===== config.mk =====
export PLATFORM = sky130hd
export DESIGN_NAME = csq_channel_sequence_select
export DESIGN_NICKNAME = d
export VERILOG_FILES = /design/src/hw/csq_pkg.sv /design/src/hw/csq_channel_sequence_select.sv
export SDC_FILE = /design/constraint.sdc
export NUM_CORES = 1
export LEC_CHECK = 0
export ABC_AREA = 1
export BUFFER_PORTS_ARGS = -buffer_cell sky130_fd_sc_hd__buf_4
export CELL_PAD_IN_SITES_DETAIL_PLACEMENT = 2
export CELL_PAD_IN_SITES_GLOBAL_PLACEMENT = 2
export CORE_MARGIN = 5
export CORE_UTILIZATION = 27
export CTS_CLUSTER_SIZE = 30
export DETAILED_ROUTE_END_ITERATION = 12
export GPL_TIMING_DRIVEN = 0
export PLACE_DENSITY = 0.83
export SETUP_SLACK_MARGIN = 0.2
export SLEW_MARGIN = 25
export SYNTH_ARGS = -nofsm -noshare
export SYNTH_HDL_FRONTEND = slang
export SYNTH_SLANG_ARGS = --single-unit

===== constraint.sdc =====
create_clock -name clock -period 1.95 [get_ports clock]
set_input_delay 0.195 -clock clock [delete_from_list [all_inputs] [get_ports clock]]
set_output_delay 0.195 -clock clock [all_outputs]
set_load 0.05 [all_outputs]

===== src/hw/csq_pkg.sv =====
/*
 * Shared constants and types for the channel sequence select block.
 * Assumes a single 125 MHz clock domain and an external converter core.
 */
package csq_pkg;

    // ----------------------------------------
    // widths and timing
    // ----------------------------------------
    localparam int CSQ_CHANNELS = 4;
    localparam int CSQ_CODE_BITS = 12;
    localparam int CSQ_CLOCK_PERIOD_PS = 8000;
    localparam int CSQ_CONV_TIME_PS = 1650000;
    // least time, rounded up to whole cycles
    localparam int CSQ_CONV_CYCLES =
        (CSQ_CONV_TIME_PS + CSQ_CLOCK_PERIOD_PS - 1) / CSQ_CLOCK_PERIOD_PS;
    localparam int CSQ_COUNT_BITS = 8;

    // ----------------------------------------
    // reset values and sign flip mask
    // ----------------------------------------
    localparam logic [3:0] CSQ_SELECT_RESET = 4'h0;
    localparam logic [11:0] CSQ_CODE_RESET = 12'h000;
    localparam logic [11:0] CSQ_SIGN_FLIP = 12'h800;
    localparam logic [7:0] CSQ_COUNT_RESET = 8'h00;

    // ----------------------------------------
    // types
    // ----------------------------------------
    typedef enum logic [1:0] {
        CSQ_IDLE = 2'b01,
        CSQ_CONVERT = 2'b10
    } csq_state_type;

    typedef struct packed {
        logic [1:0] channel;
        logic [11:0] code;
    } csq_result_type;

    // host write strobes and data lines, sampled each clock
    typedef struct packed {
        logic chip_select_n;
        logic write_strobe_n;
        logic read_strobe_n;
        logic [3:0] data;
    } csq_host_type;

endpackage : csq_pkg


===== src/hw/csq_channel_sequence_select.sv =====
/*
 * Channel sequence selection and result coding for a four channel
 * simultaneous sampling converter.
 * Assumes host strobes and pins are synchronous to clock and that the
 * converter core presents an offset binary code per channel.
 */
`timescale 1ns/100ps

module csq_channel_sequence_select
    import csq_pkg::*;
#(
    parameter bit BIPOLAR = 1'b1,
    parameter int CONV_CYCLES = CSQ_CONV_CYCLES
) (
    input wire logic clock,
    input wire logic rst_b,
    input wire logic [3:0] hw_channel_pick_pins,
    input wire logic seq_source_sel,
    input wire logic conversion_trigger_n,
    input wire logic chip_select_n,
    input wire logic write_strobe_n,
    input wire logic read_strobe_n,
    input wire logic [3:0] low_data_lines_in,
    output logic [3:0] low_data_lines_out,
    output logic low_data_lines_oe,
    input wire logic [3:0][11:0] core_codes,
    output logic [3:0] latched_selection,
    output logic sequence_busy,
    output logic result_valid,
    output csq_result_type result_word
);

    // ----------------------------------------
    // helpers
    // ----------------------------------------
    // lowest selected channel at or above start, bit 2 set when found
    function automatic logic [2:0] next_channel(
        input logic [3:0] mask,
        input logic [2:0] start
    );
        logic [2:0] pick;
        pick = 3'h0;
        for (int i = CSQ_CHANNELS - 1; i >= 0; i--) begin
            if (mask[i] && (3'(i) >= start)) begin
                pick = {1'b1, 2'(i)};
            end
        end
        return pick;
    endfunction : next_channel

    function automatic logic [11:0] code_of(input logic [11:0] raw);
        return BIPOLAR ? (raw ^ CSQ_SIGN_FLIP) : raw;
    endfunction : code_of

    // ----------------------------------------
    // host write path
    // ----------------------------------------
    csq_host_type host;
    csq_host_type host_prev;
    logic [3:0] channel_sequence_select;
    logic [3:0] write_stage;
    logic write_armed;

    assign host = '{chip_select_n: chip_select_n, write_strobe_n: write_strobe_n,
                    read_strobe_n: read_strobe_n, data: low_data_lines_in};

    wire write_window = !host.chip_select_n && !host.write_strobe_n
                        && host.read_strobe_n;
    wire write_rise = host_prev.write_strobe_n == 1'b0 && host.write_strobe_n;

    always_ff @(posedge clock or negedge rst_b) begin
        if (!rst_b) begin
            host_prev <= '{1'b1, 1'b1, 1'b1, CSQ_SELECT_RESET};
        end else begin
            host_prev <= host;
        end
    end

    // staging follows the lines while the write window is open and keeps them once it closes
    always_ff @(posedge clock or negedge rst_b) begin
        if (!rst_b) begin
            write_armed <= 1'b0;
        end else if (write_window) begin
            write_armed <= 1'b1;
        end else if (write_rise) begin
            write_armed <= 1'b0;
        end
    end

    genvar lane;
    generate
        for (lane = 0; lane < CSQ_CHANNELS; lane++) begin : g_lane
            always_ff @(posedge clock or negedge rst_b) begin
                if (!rst_b) begin
                    write_stage[lane] <= 1'b0;
                    channel_sequence_select[lane] <= 1'b0;
                end else begin
                    if (write_window) begin
                        write_stage[lane] <= host.data[lane];
                    end
                    if (write_rise && write_armed) begin
                        channel_sequence_select[lane] <= write_stage[lane];
                    end
                end
            end
        end
    endgenerate

    // data lines are never driven: output held at CSQ_SELECT_RESET, enable held low
    always_ff @(posedge clock or negedge rst_b) begin
        if (!rst_b) begin
            low_data_lines_out <= CSQ_SELECT_RESET;
            low_data_lines_oe <= 1'b0;
        end else begin
            low_data_lines_out <= CSQ_SELECT_RESET;
            low_data_lines_oe <= 1'b0;
        end
    end

    // ----------------------------------------
    // source mux and trigger edge
    // ----------------------------------------
    logic trigger_prev;
    wire [3:0] source_selection = seq_source_sel ? channel_sequence_select
                                                 : hw_channel_pick_pins;
    wire trigger_rise = !trigger_prev && conversion_trigger_n;
    wire [2:0] first_pick = next_channel(source_selection, 3'h0);

    always_ff @(posedge clock or negedge rst_b) begin
        if (!rst_b) begin
            trigger_prev <= 1'b1;
        end else begin
            trigger_prev <= conversion_trigger_n;
        end
    end

    // ----------------------------------------
    // sequencer
    // ----------------------------------------
    csq_state_type state;
    csq_state_type next_state;
    logic [1:0] channel;
    logic [7:0] count;
    wire count_done = count == 8'(CONV_CYCLES - 1);
    wire [2:0] later_pick = next_channel(latched_selection, 3'(channel) + 3'h1);
    wire [11:0] raw_code = core_codes[channel];

    always_comb begin
        next_state = state;
        case (state)
            CSQ_IDLE: begin
                if (trigger_rise && first_pick[2]) begin
                    next_state = CSQ_CONVERT;
                end
            end
            CSQ_CONVERT: begin
                if (trigger_rise) begin
                    next_state = first_pick[2] ? CSQ_CONVERT : CSQ_IDLE;
                end else if (count_done && !later_pick[2]) begin
                    next_state = CSQ_IDLE;
                end
            end
            default: begin
                next_state = CSQ_IDLE;
            end
        endcase
    end

    always_ff @(posedge clock or negedge rst_b) begin
        if (!rst_b) begin
            state <= CSQ_IDLE;
            sequence_busy <= 1'b0;
        end else begin
            state <= next_state;
            sequence_busy <= next_state == CSQ_CONVERT;
        end
    end

    always_ff @(posedge clock or negedge rst_b) begin
        if (!rst_b) begin
            latched_selection <= CSQ_SELECT_RESET;
            channel <= 2'h0;
            count <= CSQ_COUNT_RESET;
        end else if (trigger_rise) begin
            latched_selection <= source_selection;
            channel <= first_pick[1:0];
            count <= CSQ_COUNT_RESET;
        end else if (state == CSQ_CONVERT) begin
            if (count_done) begin
                channel <= later_pick[1:0];
                count <= CSQ_COUNT_RESET;
            end else begin
                count <= count + 8'h01;
            end
        end
    end

    always_ff @(posedge clock or negedge rst_b) begin
        if (!rst_b) begin
            result_valid <= 1'b0;
            result_word <= '{2'h0, CSQ_CODE_RESET};
        end else begin
            result_valid <= state == CSQ_CONVERT && count_done && !trigger_rise;
            if (state == CSQ_CONVERT && count_done && !trigger_rise) begin
                result_word <= '{channel, code_of(raw_code)};
            end
        end
    end

    // ----------------------------------------
    // checks
    // ----------------------------------------
    logic first_of_seq;
    logic [1:0] last_channel;
    always_ff @(posedge clock or negedge rst_b) begin
        if (!rst_b) begin
            first_of_seq <= 1'b1;
            last_channel <= 2'h0;
        end else if (trigger_rise) begin
            first_of_seq <= 1'b1;
        end else if (result_valid) begin
            first_of_seq <= 1'b0;
            last_channel <= result_word.channel;
        end
    end

    source_mux_a: assert property (@(posedge clock) disable iff (!rst_b)
        trigger_rise && !seq_source_sel
        |=> latched_selection == $past(hw_channel_pick_pins))
        else $error("pin selection not used when source low");

    reg_source_a: assert property (@(posedge clock) disable iff (!rst_b)
        trigger_rise && seq_source_sel
        |=> latched_selection == $past(channel_sequence_select))
        else $error("register selection not used when source high");

    sel_latch_a: assert property (@(posedge clock) disable iff (!rst_b)
        trigger_rise |=> latched_selection == ($past(seq_source_sel) ?
            $past(channel_sequence_select) : $past(hw_channel_pick_pins)))
        else $error("selection not latched at trigger");

    sel_hold_a: assert property (@(posedge clock) disable iff (!rst_b)
        sequence_busy && !trigger_rise |=> $stable(latched_selection))
        else $error("latched selection moved mid sequence");

    reg_write_a: assert property (@(posedge clock) disable iff (!rst_b)
        write_window ##1 write_rise |=> channel_sequence_select == $past(write_stage))
        else $error("register not loaded on strobe rise");

    chan_member_a: assert property (@(posedge clock) disable iff (!rst_b)
        result_valid |-> latched_selection[result_word.channel])
        else $error("result from unselected channel");

    ascend_order_a: assert property (@(posedge clock) disable iff (!rst_b)
        result_valid && !first_of_seq |-> result_word.channel > last_channel)
        else $error("channels out of ascending order");

    empty_idle_a: assert property (@(posedge clock) disable iff (!rst_b)
        trigger_rise && source_selection == 4'h0 |=> !sequence_busy ##1 !result_valid)
        else $error("empty selection started a sequence");

    code_form_a: assert property (@(posedge clock) disable iff (!rst_b)
        result_valid |-> result_word.code == ($past(raw_code) ^
            (BIPOLAR ? CSQ_SIGN_FLIP : 12'h000)))
        else $error("result coding wrong");

    uni_code_a: assert property (@(posedge clock) disable iff (!rst_b)
        result_valid && !BIPOLAR |-> result_word.code == $past(raw_code))
        else $error("unipolar result not straight binary");

    stage_gate_a: assert property (@(posedge clock) disable iff (!rst_b)
        !write_window |=> $stable(write_stage))
        else $error("data lines taken outside write window");

    refuse_load_a: assert property (@(posedge clock) disable iff (!rst_b)
        write_rise && !write_armed |=> $stable(channel_sequence_select))
        else $error("register loaded without write window");

    no_drive_a: assert property (@(posedge clock) disable iff (!rst_b)
        !low_data_lines_oe)
        else $error("data lines driven by this block");

    lines_quiet_a: assert property (@(posedge clock) disable iff (!rst_b)
        low_data_lines_out == CSQ_SELECT_RESET)
        else $error("data line output not quiet");

    restart_seq_a: assert property (@(posedge clock) disable iff (!rst_b)
        trigger_rise && first_pick[2] |=> sequence_busy && !result_valid)
        else $error("new trigger did not restart the sequence");

    idle_quiet_a: assert property (@(posedge clock) disable iff (!rst_b)
        !sequence_busy |=> !result_valid)
        else $error("result while no sequence runs");

endmodule : csq_channel_sequence_select


* Yosys cells after proc, flatten, opt, wreduce, memory -nomap -nowiden *
Index checks and enable logic that the tools add are counted.

word-level totals
  bits in registers = 43
  input bits = 63
  word-level logic and storage cells = 78

cells by class
  add/sub/neg operators = 2
  order comparisons = 5
  eq/ne operators = 4
  mux-type cells = 24
  bitwise operators = 2
  reduce and logical (&&, ||, !) cells = 22

operators with widths
  kind                                                                                number
  12-bit binary-select mux with 2-bit select                                          1
  3-bit two-way mux                                                                   8
  8-bit two-way mux                                                                   3
  2-bit two-way mux                                                                   7
  1-bit logical AND                                                                   13
  12-bit two-way mux                                                                  1
  8-bit by 1-bit adder with 8-bit output, second input constant                       1
  8-bit == test, second input constant                                                1
  1-bit by 3-bit greater-or-equal comparator with 1-bit output, first input constant  2
  2-bit by 3-bit greater-or-equal comparator with 1-bit output, first input constant  2
  2-bit nonzero test                                                                  3
  1-bit logical NOT                                                                   5
  2-bit == test, second input constant                                                2
  4-bit two-way mux                                                                   1
  2-bit one-hot mux with 2 select lines                                               1
  2-bit by 1-bit adder with 3-bit output, second input constant                       1
  2-bit by 3-bit less-than comparator with 1-bit output, second input constant        1
  2-bit by 1-bit == test with 1-bit output, second input constant                     1
  1-bit two-way mux                                                                   2
  1-bit inverter                                                                      2
  2-bit AND reduction                                                                 1

* Longest topological paths before layout *
  word-level depth = 13
  mapped depth = 10

* Worst setup path before layout *
No wires, ideal clock.

  path type = reg2reg
  from = register count[0]
  to = register result_word[10] in the netlist's numbering
  library setup time = 123 ps
  arrival time = 1,262 ps
  required time = 1,827 ps
  path slack = 565 ps
  stages on the path, launching flop included = 9
  clock period less this slack = 1,385 ps
  cells stage by stage = dfrtp_1 > inv_1 > ha_1 > nand3_2 > nor2_4 > nand2_4 > clkbuf_2 > o21ai_0 > nand2_1

on the way
  cells in the longest elaborated chain, start to end = 3

ends and longest elaborated chain
  what                            RTL line                            RTL
  start: declaration              csq_channel_sequence_select.sv:143  logic [7:0] count;
  start signal: assignment        csq_channel_sequence_select.sv:193  count <= count + 8'h01;
  8-bit == test                   csq_channel_sequence_select.sv:144  wire count_done = count == 8'(CONV_CYCLES - 1);
  1-bit logical AND (2 in a row)  csq_channel_sequence_select.sv:204  if (state == CSQ_CONVERT && count_done && !trigger_rise) begin
  end signal: assignment          csq_channel_sequence_select.sv:201  result_word <= '{2'h0, CSQ_CODE_RESET};
  end signal: assignment          csq_channel_sequence_select.sv:205  result_word <= '{channel, code_of(raw_code)};
  end: declaration                csq_channel_sequence_select.sv:30   output csq_result_type result_word

No other way between the ends.
A chain may end at the register's enable or synchronous reset.

* Final worst setup path *
  from = register channel[0]
  to = register result_word[2] in the netlist's numbering

on the way
  cells in the longest elaborated chain, start to end = 2

ends and longest elaborated chain
  what                                        RTL line                            RTL
  start: declaration                          csq_channel_sequence_select.sv:142  logic [1:0] channel;
  start signal: assignment                    csq_channel_sequence_select.sv:186  channel <= first_pick[1:0];
  start signal: assignment                    csq_channel_sequence_select.sv:190  channel <= later_pick[1:0];
  12-bit binary-select mux with 2-bit select  csq_channel_sequence_select.sv:146  wire [11:0] raw_code = core_codes[channel];
  12-bit two-way mux (implied by the code)    csq_channel_sequence_select.sv:146

No other way between the ends. The select of a mux whose other input is x is not followed.

==> reports/metrics.yaml <==
sta:
  setup_slack_ns: 0.291
  fin_crit_ns: 1.66
  finalSetupViolCount: 0
  slew_violations: 0
  hold_viol: 0
  max_slew.worst_pin.slew_ns: 0.579
  clock_skew_ns: 0.00785
  fin_crit_sh_pct: 85.1
  timing.slew.headroom_pct: 61.4
  max_freq_ghz: 0.603
  rsz0062_at_grt: "false"
  setup_tns_ns: 0
cts:
  cts-root-buf: "clkbuf_8"
  clockBufferDepth: 2
  cts_tree: "built"
  path_clk_slew_ns: 0.09
  cts.sinks: 43
  h-tree-depth: 2
  clk_latency_ns: 0.30
  numCtsBuffers: 5
route:
  vias: 2454
  drc_errors: 0
  avgRoutedWirePerCell_um: 16.6
  finalWirelength_um: 8520
  vias_per_cell: 4.77
  final_antenna_net_count: 0
  dr.pass1.iters: 4
  drtIter0Drc: 49
yosys:
  synthTopCellsByCount: "nand2_1, o21ai_0, nor2_1"
  ys_ff_latch: 43
  ys_types: 32
  ys.flop_type: "dfrtp_1"
  synth.most_common_cell: "nand2_1"
  yosysWarnings: 0
  synth.avg_cell_area_um2: 7.72
  synth_top_cell_by_area: "dfrtp_1"
  synth_area_leaders: "dfrtp_1, nand2_1, o21ai_0"
  synth_edf_count: 0
  syn_inst: 309
  synth_top_area_share_pct: 42.0
  async_flop_share_pct: 100
  synth-seq-area-share_pct: 45.3
  netlist_area_um2: 2380
die:
  die_h_um: 104
  start_util_pct: 27.5
  dieArea_um2: 10800
  fp.dieW_um: 104
  fp-row-count: 34
  ioPinCount: 88
  coreArea_um2: 8680
power:
  clkPwrFrac_pct: 28.2
  swShare_pct: 36.8
  ir_worst_vdd_mv: 0.349
  switchingPower_uw: 1110
  seqPwrFrac_pct: 36.6
  power_leakage_uw: 0.00171
  p_per_area_nw_per_um2: 909
  power_frac_comb_pct: 35.2
  power.internal_uw: 1910
placement:
  port_buffers: 82
  gp_congestion: 0.821
  dp.cells: 503
  place_ws_ns: 0.267
  place_hpwl_um: 6740
setup_path:
  r2r_slack_ns: 0.29
  cp-end-kind: "register"
  arrival_ns: 1.91
  reg2reg_to: "result_word[2]"
  rr_startpoint: "channel[0]"
  cp_data_required_time_ns: 2.20
  reg2reg_depth: 7
  path_max_fanout: 10
  cp_num_buf_inv: 3
  max_stage_delay_ns: 0.36
  cp-start-kind: "register"
  setup.worst_path.class: "register to register"
  cp_top_family: "buffers and inverters"
  slowest_stage: "dfrtp_1"
  crit_chain: "buf_2 -> inv_1 -> buf_2 -> nor2_1 -> o22ai_1 -> nand2_1 -> nand2_1"
grt:
  antenna_found_initial: 0
  grt_first_pass_wirelength_um: 13900
  grt_remaining_overflow: 0
  gr-usage-all-layers_pct: 15.7
  grt_max_degree: 44
  first_global_vias: 2755
status:
  status: "finished clean"
hold_path:
  whs_path_depth: 2
  worstHoldStart: "low_data_lines_in[2]"
  whs_endpoint: "write_stage[2]"
  hp-class: "input port to register"
flow_run:
  maxCapViolCount: 0
finish:
  fillers: 1037
  instances_no_fill: 514
  num-nets-final: 472
  final_layout_size_suffix_gt1_share_pct: 29.6
  syn_to_final_growth_pct: 39.3
  insertedDiodeCount: 0
  utilization_pct: 38.3
## cell families (layout without fill, tap and decap cells)
family	Yosys count	in the layout	share of synthesized area, %
AND/OR/NAND/NOR	140	140	24.3
AO/OA/AOI/OAI	73	73	16.4
flip-flops	43	43	45.3
buffers and inverters	39	132	7.76
multiplexers	6	6	2.83
adder cells (fa/ha/maj)	4	4	2.10
XOR/XNOR	3	3	1.10
other	1	5	0.157
## cell type report
| class | count | area, um^2 | share of cell area (%) |
|---|---|---|---|
| clock inverters | 3 | 67.6 | 2.03 |
| clock buffers | 5 | 68.8 | 2.07 |
| multi-input cells | 231 | 1130 | 34.1 |
| plain buffers | 16 | 105 | 3.16 |
| inverters | 23 | 86.3 | 2.60 |
| well taps | 108 | 135 | 4.07 |
| flip-flops and latches | 43 | 1080 | 32.5 |
| repair buffers | 85 | 646 | 19.4 |
## cell usage in the layout, fill, tap and decap left out
master and count:
a21oi_1 7, a31oi_1 1, buf_2 4, buf_4 87, buf_6 1, buf_8 1, bufinv_16 2, clkbuf_1 3
clkbuf_2 2, clkbuf_8 5, clkinvlp_4 1, conb_1 5, dfrtp_1 40, dfstp_2 3, dlygate4sd3_1 3, ha_1 4
inv_1 21, inv_2 2, mux2_2 6, nand2_1 83, nand2_2 1, nand2_4 1, nand3_1 5, nand3_2 1
nor2_1 43, nor2_2 1, nor2_4 1, nor2_8 1, nor3_1 2, nor3b_1 1, o21a_1 2, o21ai_0 48
o21ai_1 1, o221ai_1 1, o22ai_1 13, xnor2_1 1, xor2_1 2
## sequential cells by signal, indices dropped and copies added, names as in the netlist
signal                   cells
channel                      2
channel_sequence_select      4
count                        8
host_prev                    1
latched_selection            4
result_valid                 1
result_word                 14
sequence_busy                1
state                        2
trigger_prev                 1
write_armed                  1
write_stage                  4
## metrics by stage
step | power [uW] | hold WS [ns] | cell area, um^2
after detailed placement | 2170 | 0.236 | 3150
after floorplan | 1760 | -0.101 | 2400
after global routing | 3220 | 0.112 | 3320
final | 3020 | 0.128 | 3320
after global placement | 2110 | 0.231 | 3150
after CTS | 3060 | 0.116 | 3320
## power by group through the flow
stage | registers (uW) | logic [uW] | clock network (uW)
floorplan | 1190 | 569 | 0
global placement | 1110 | 998 | 0
finish | 1110 | 1060 | 851
detailed placement | 1130 | 1050 | 0
global route | 1120 | 1180 | 915
CTS | 1110 | 1070 | 884
## routing by layer
metal	routed length, um	vias up	GRT usage, %
met1	3470	1209	18.3
met4	132	0	4.07
li1	-	1189	-
met5	0	-	0
met2	4560	46	29.1
met3	359	10	3.23
## what timing repair did
item                                    in CTS  in global routing
buffers inserted                             0                  0
endpoints found under the setup margin       0                  7
hold buffers                                 3                  0
hold endpoints to repair                    42                  0
resized for setup                            0                  6
## how the worst max path moves through the flow
stage / depth (start not counted) / start / slack (ns) / endpoint
2_1_floorplan: 8 / count[0] / 0.56 / result_word[10]
3_3_place_gp: 6 / channel[1] / 0.33 / result_word[6]
3_5_place_dp: 6 / channel[1] / 0.27 / result_word[2]
4_1_cts: 6 / channel[1] / 0.21 / result_word[2]
5_1_grt: 8 / count[0] / 0.22 / result_word[10]
6_report: 7 / channel[0] / 0.29 / result_word[2]
Power figures use the tool's default switching activity.
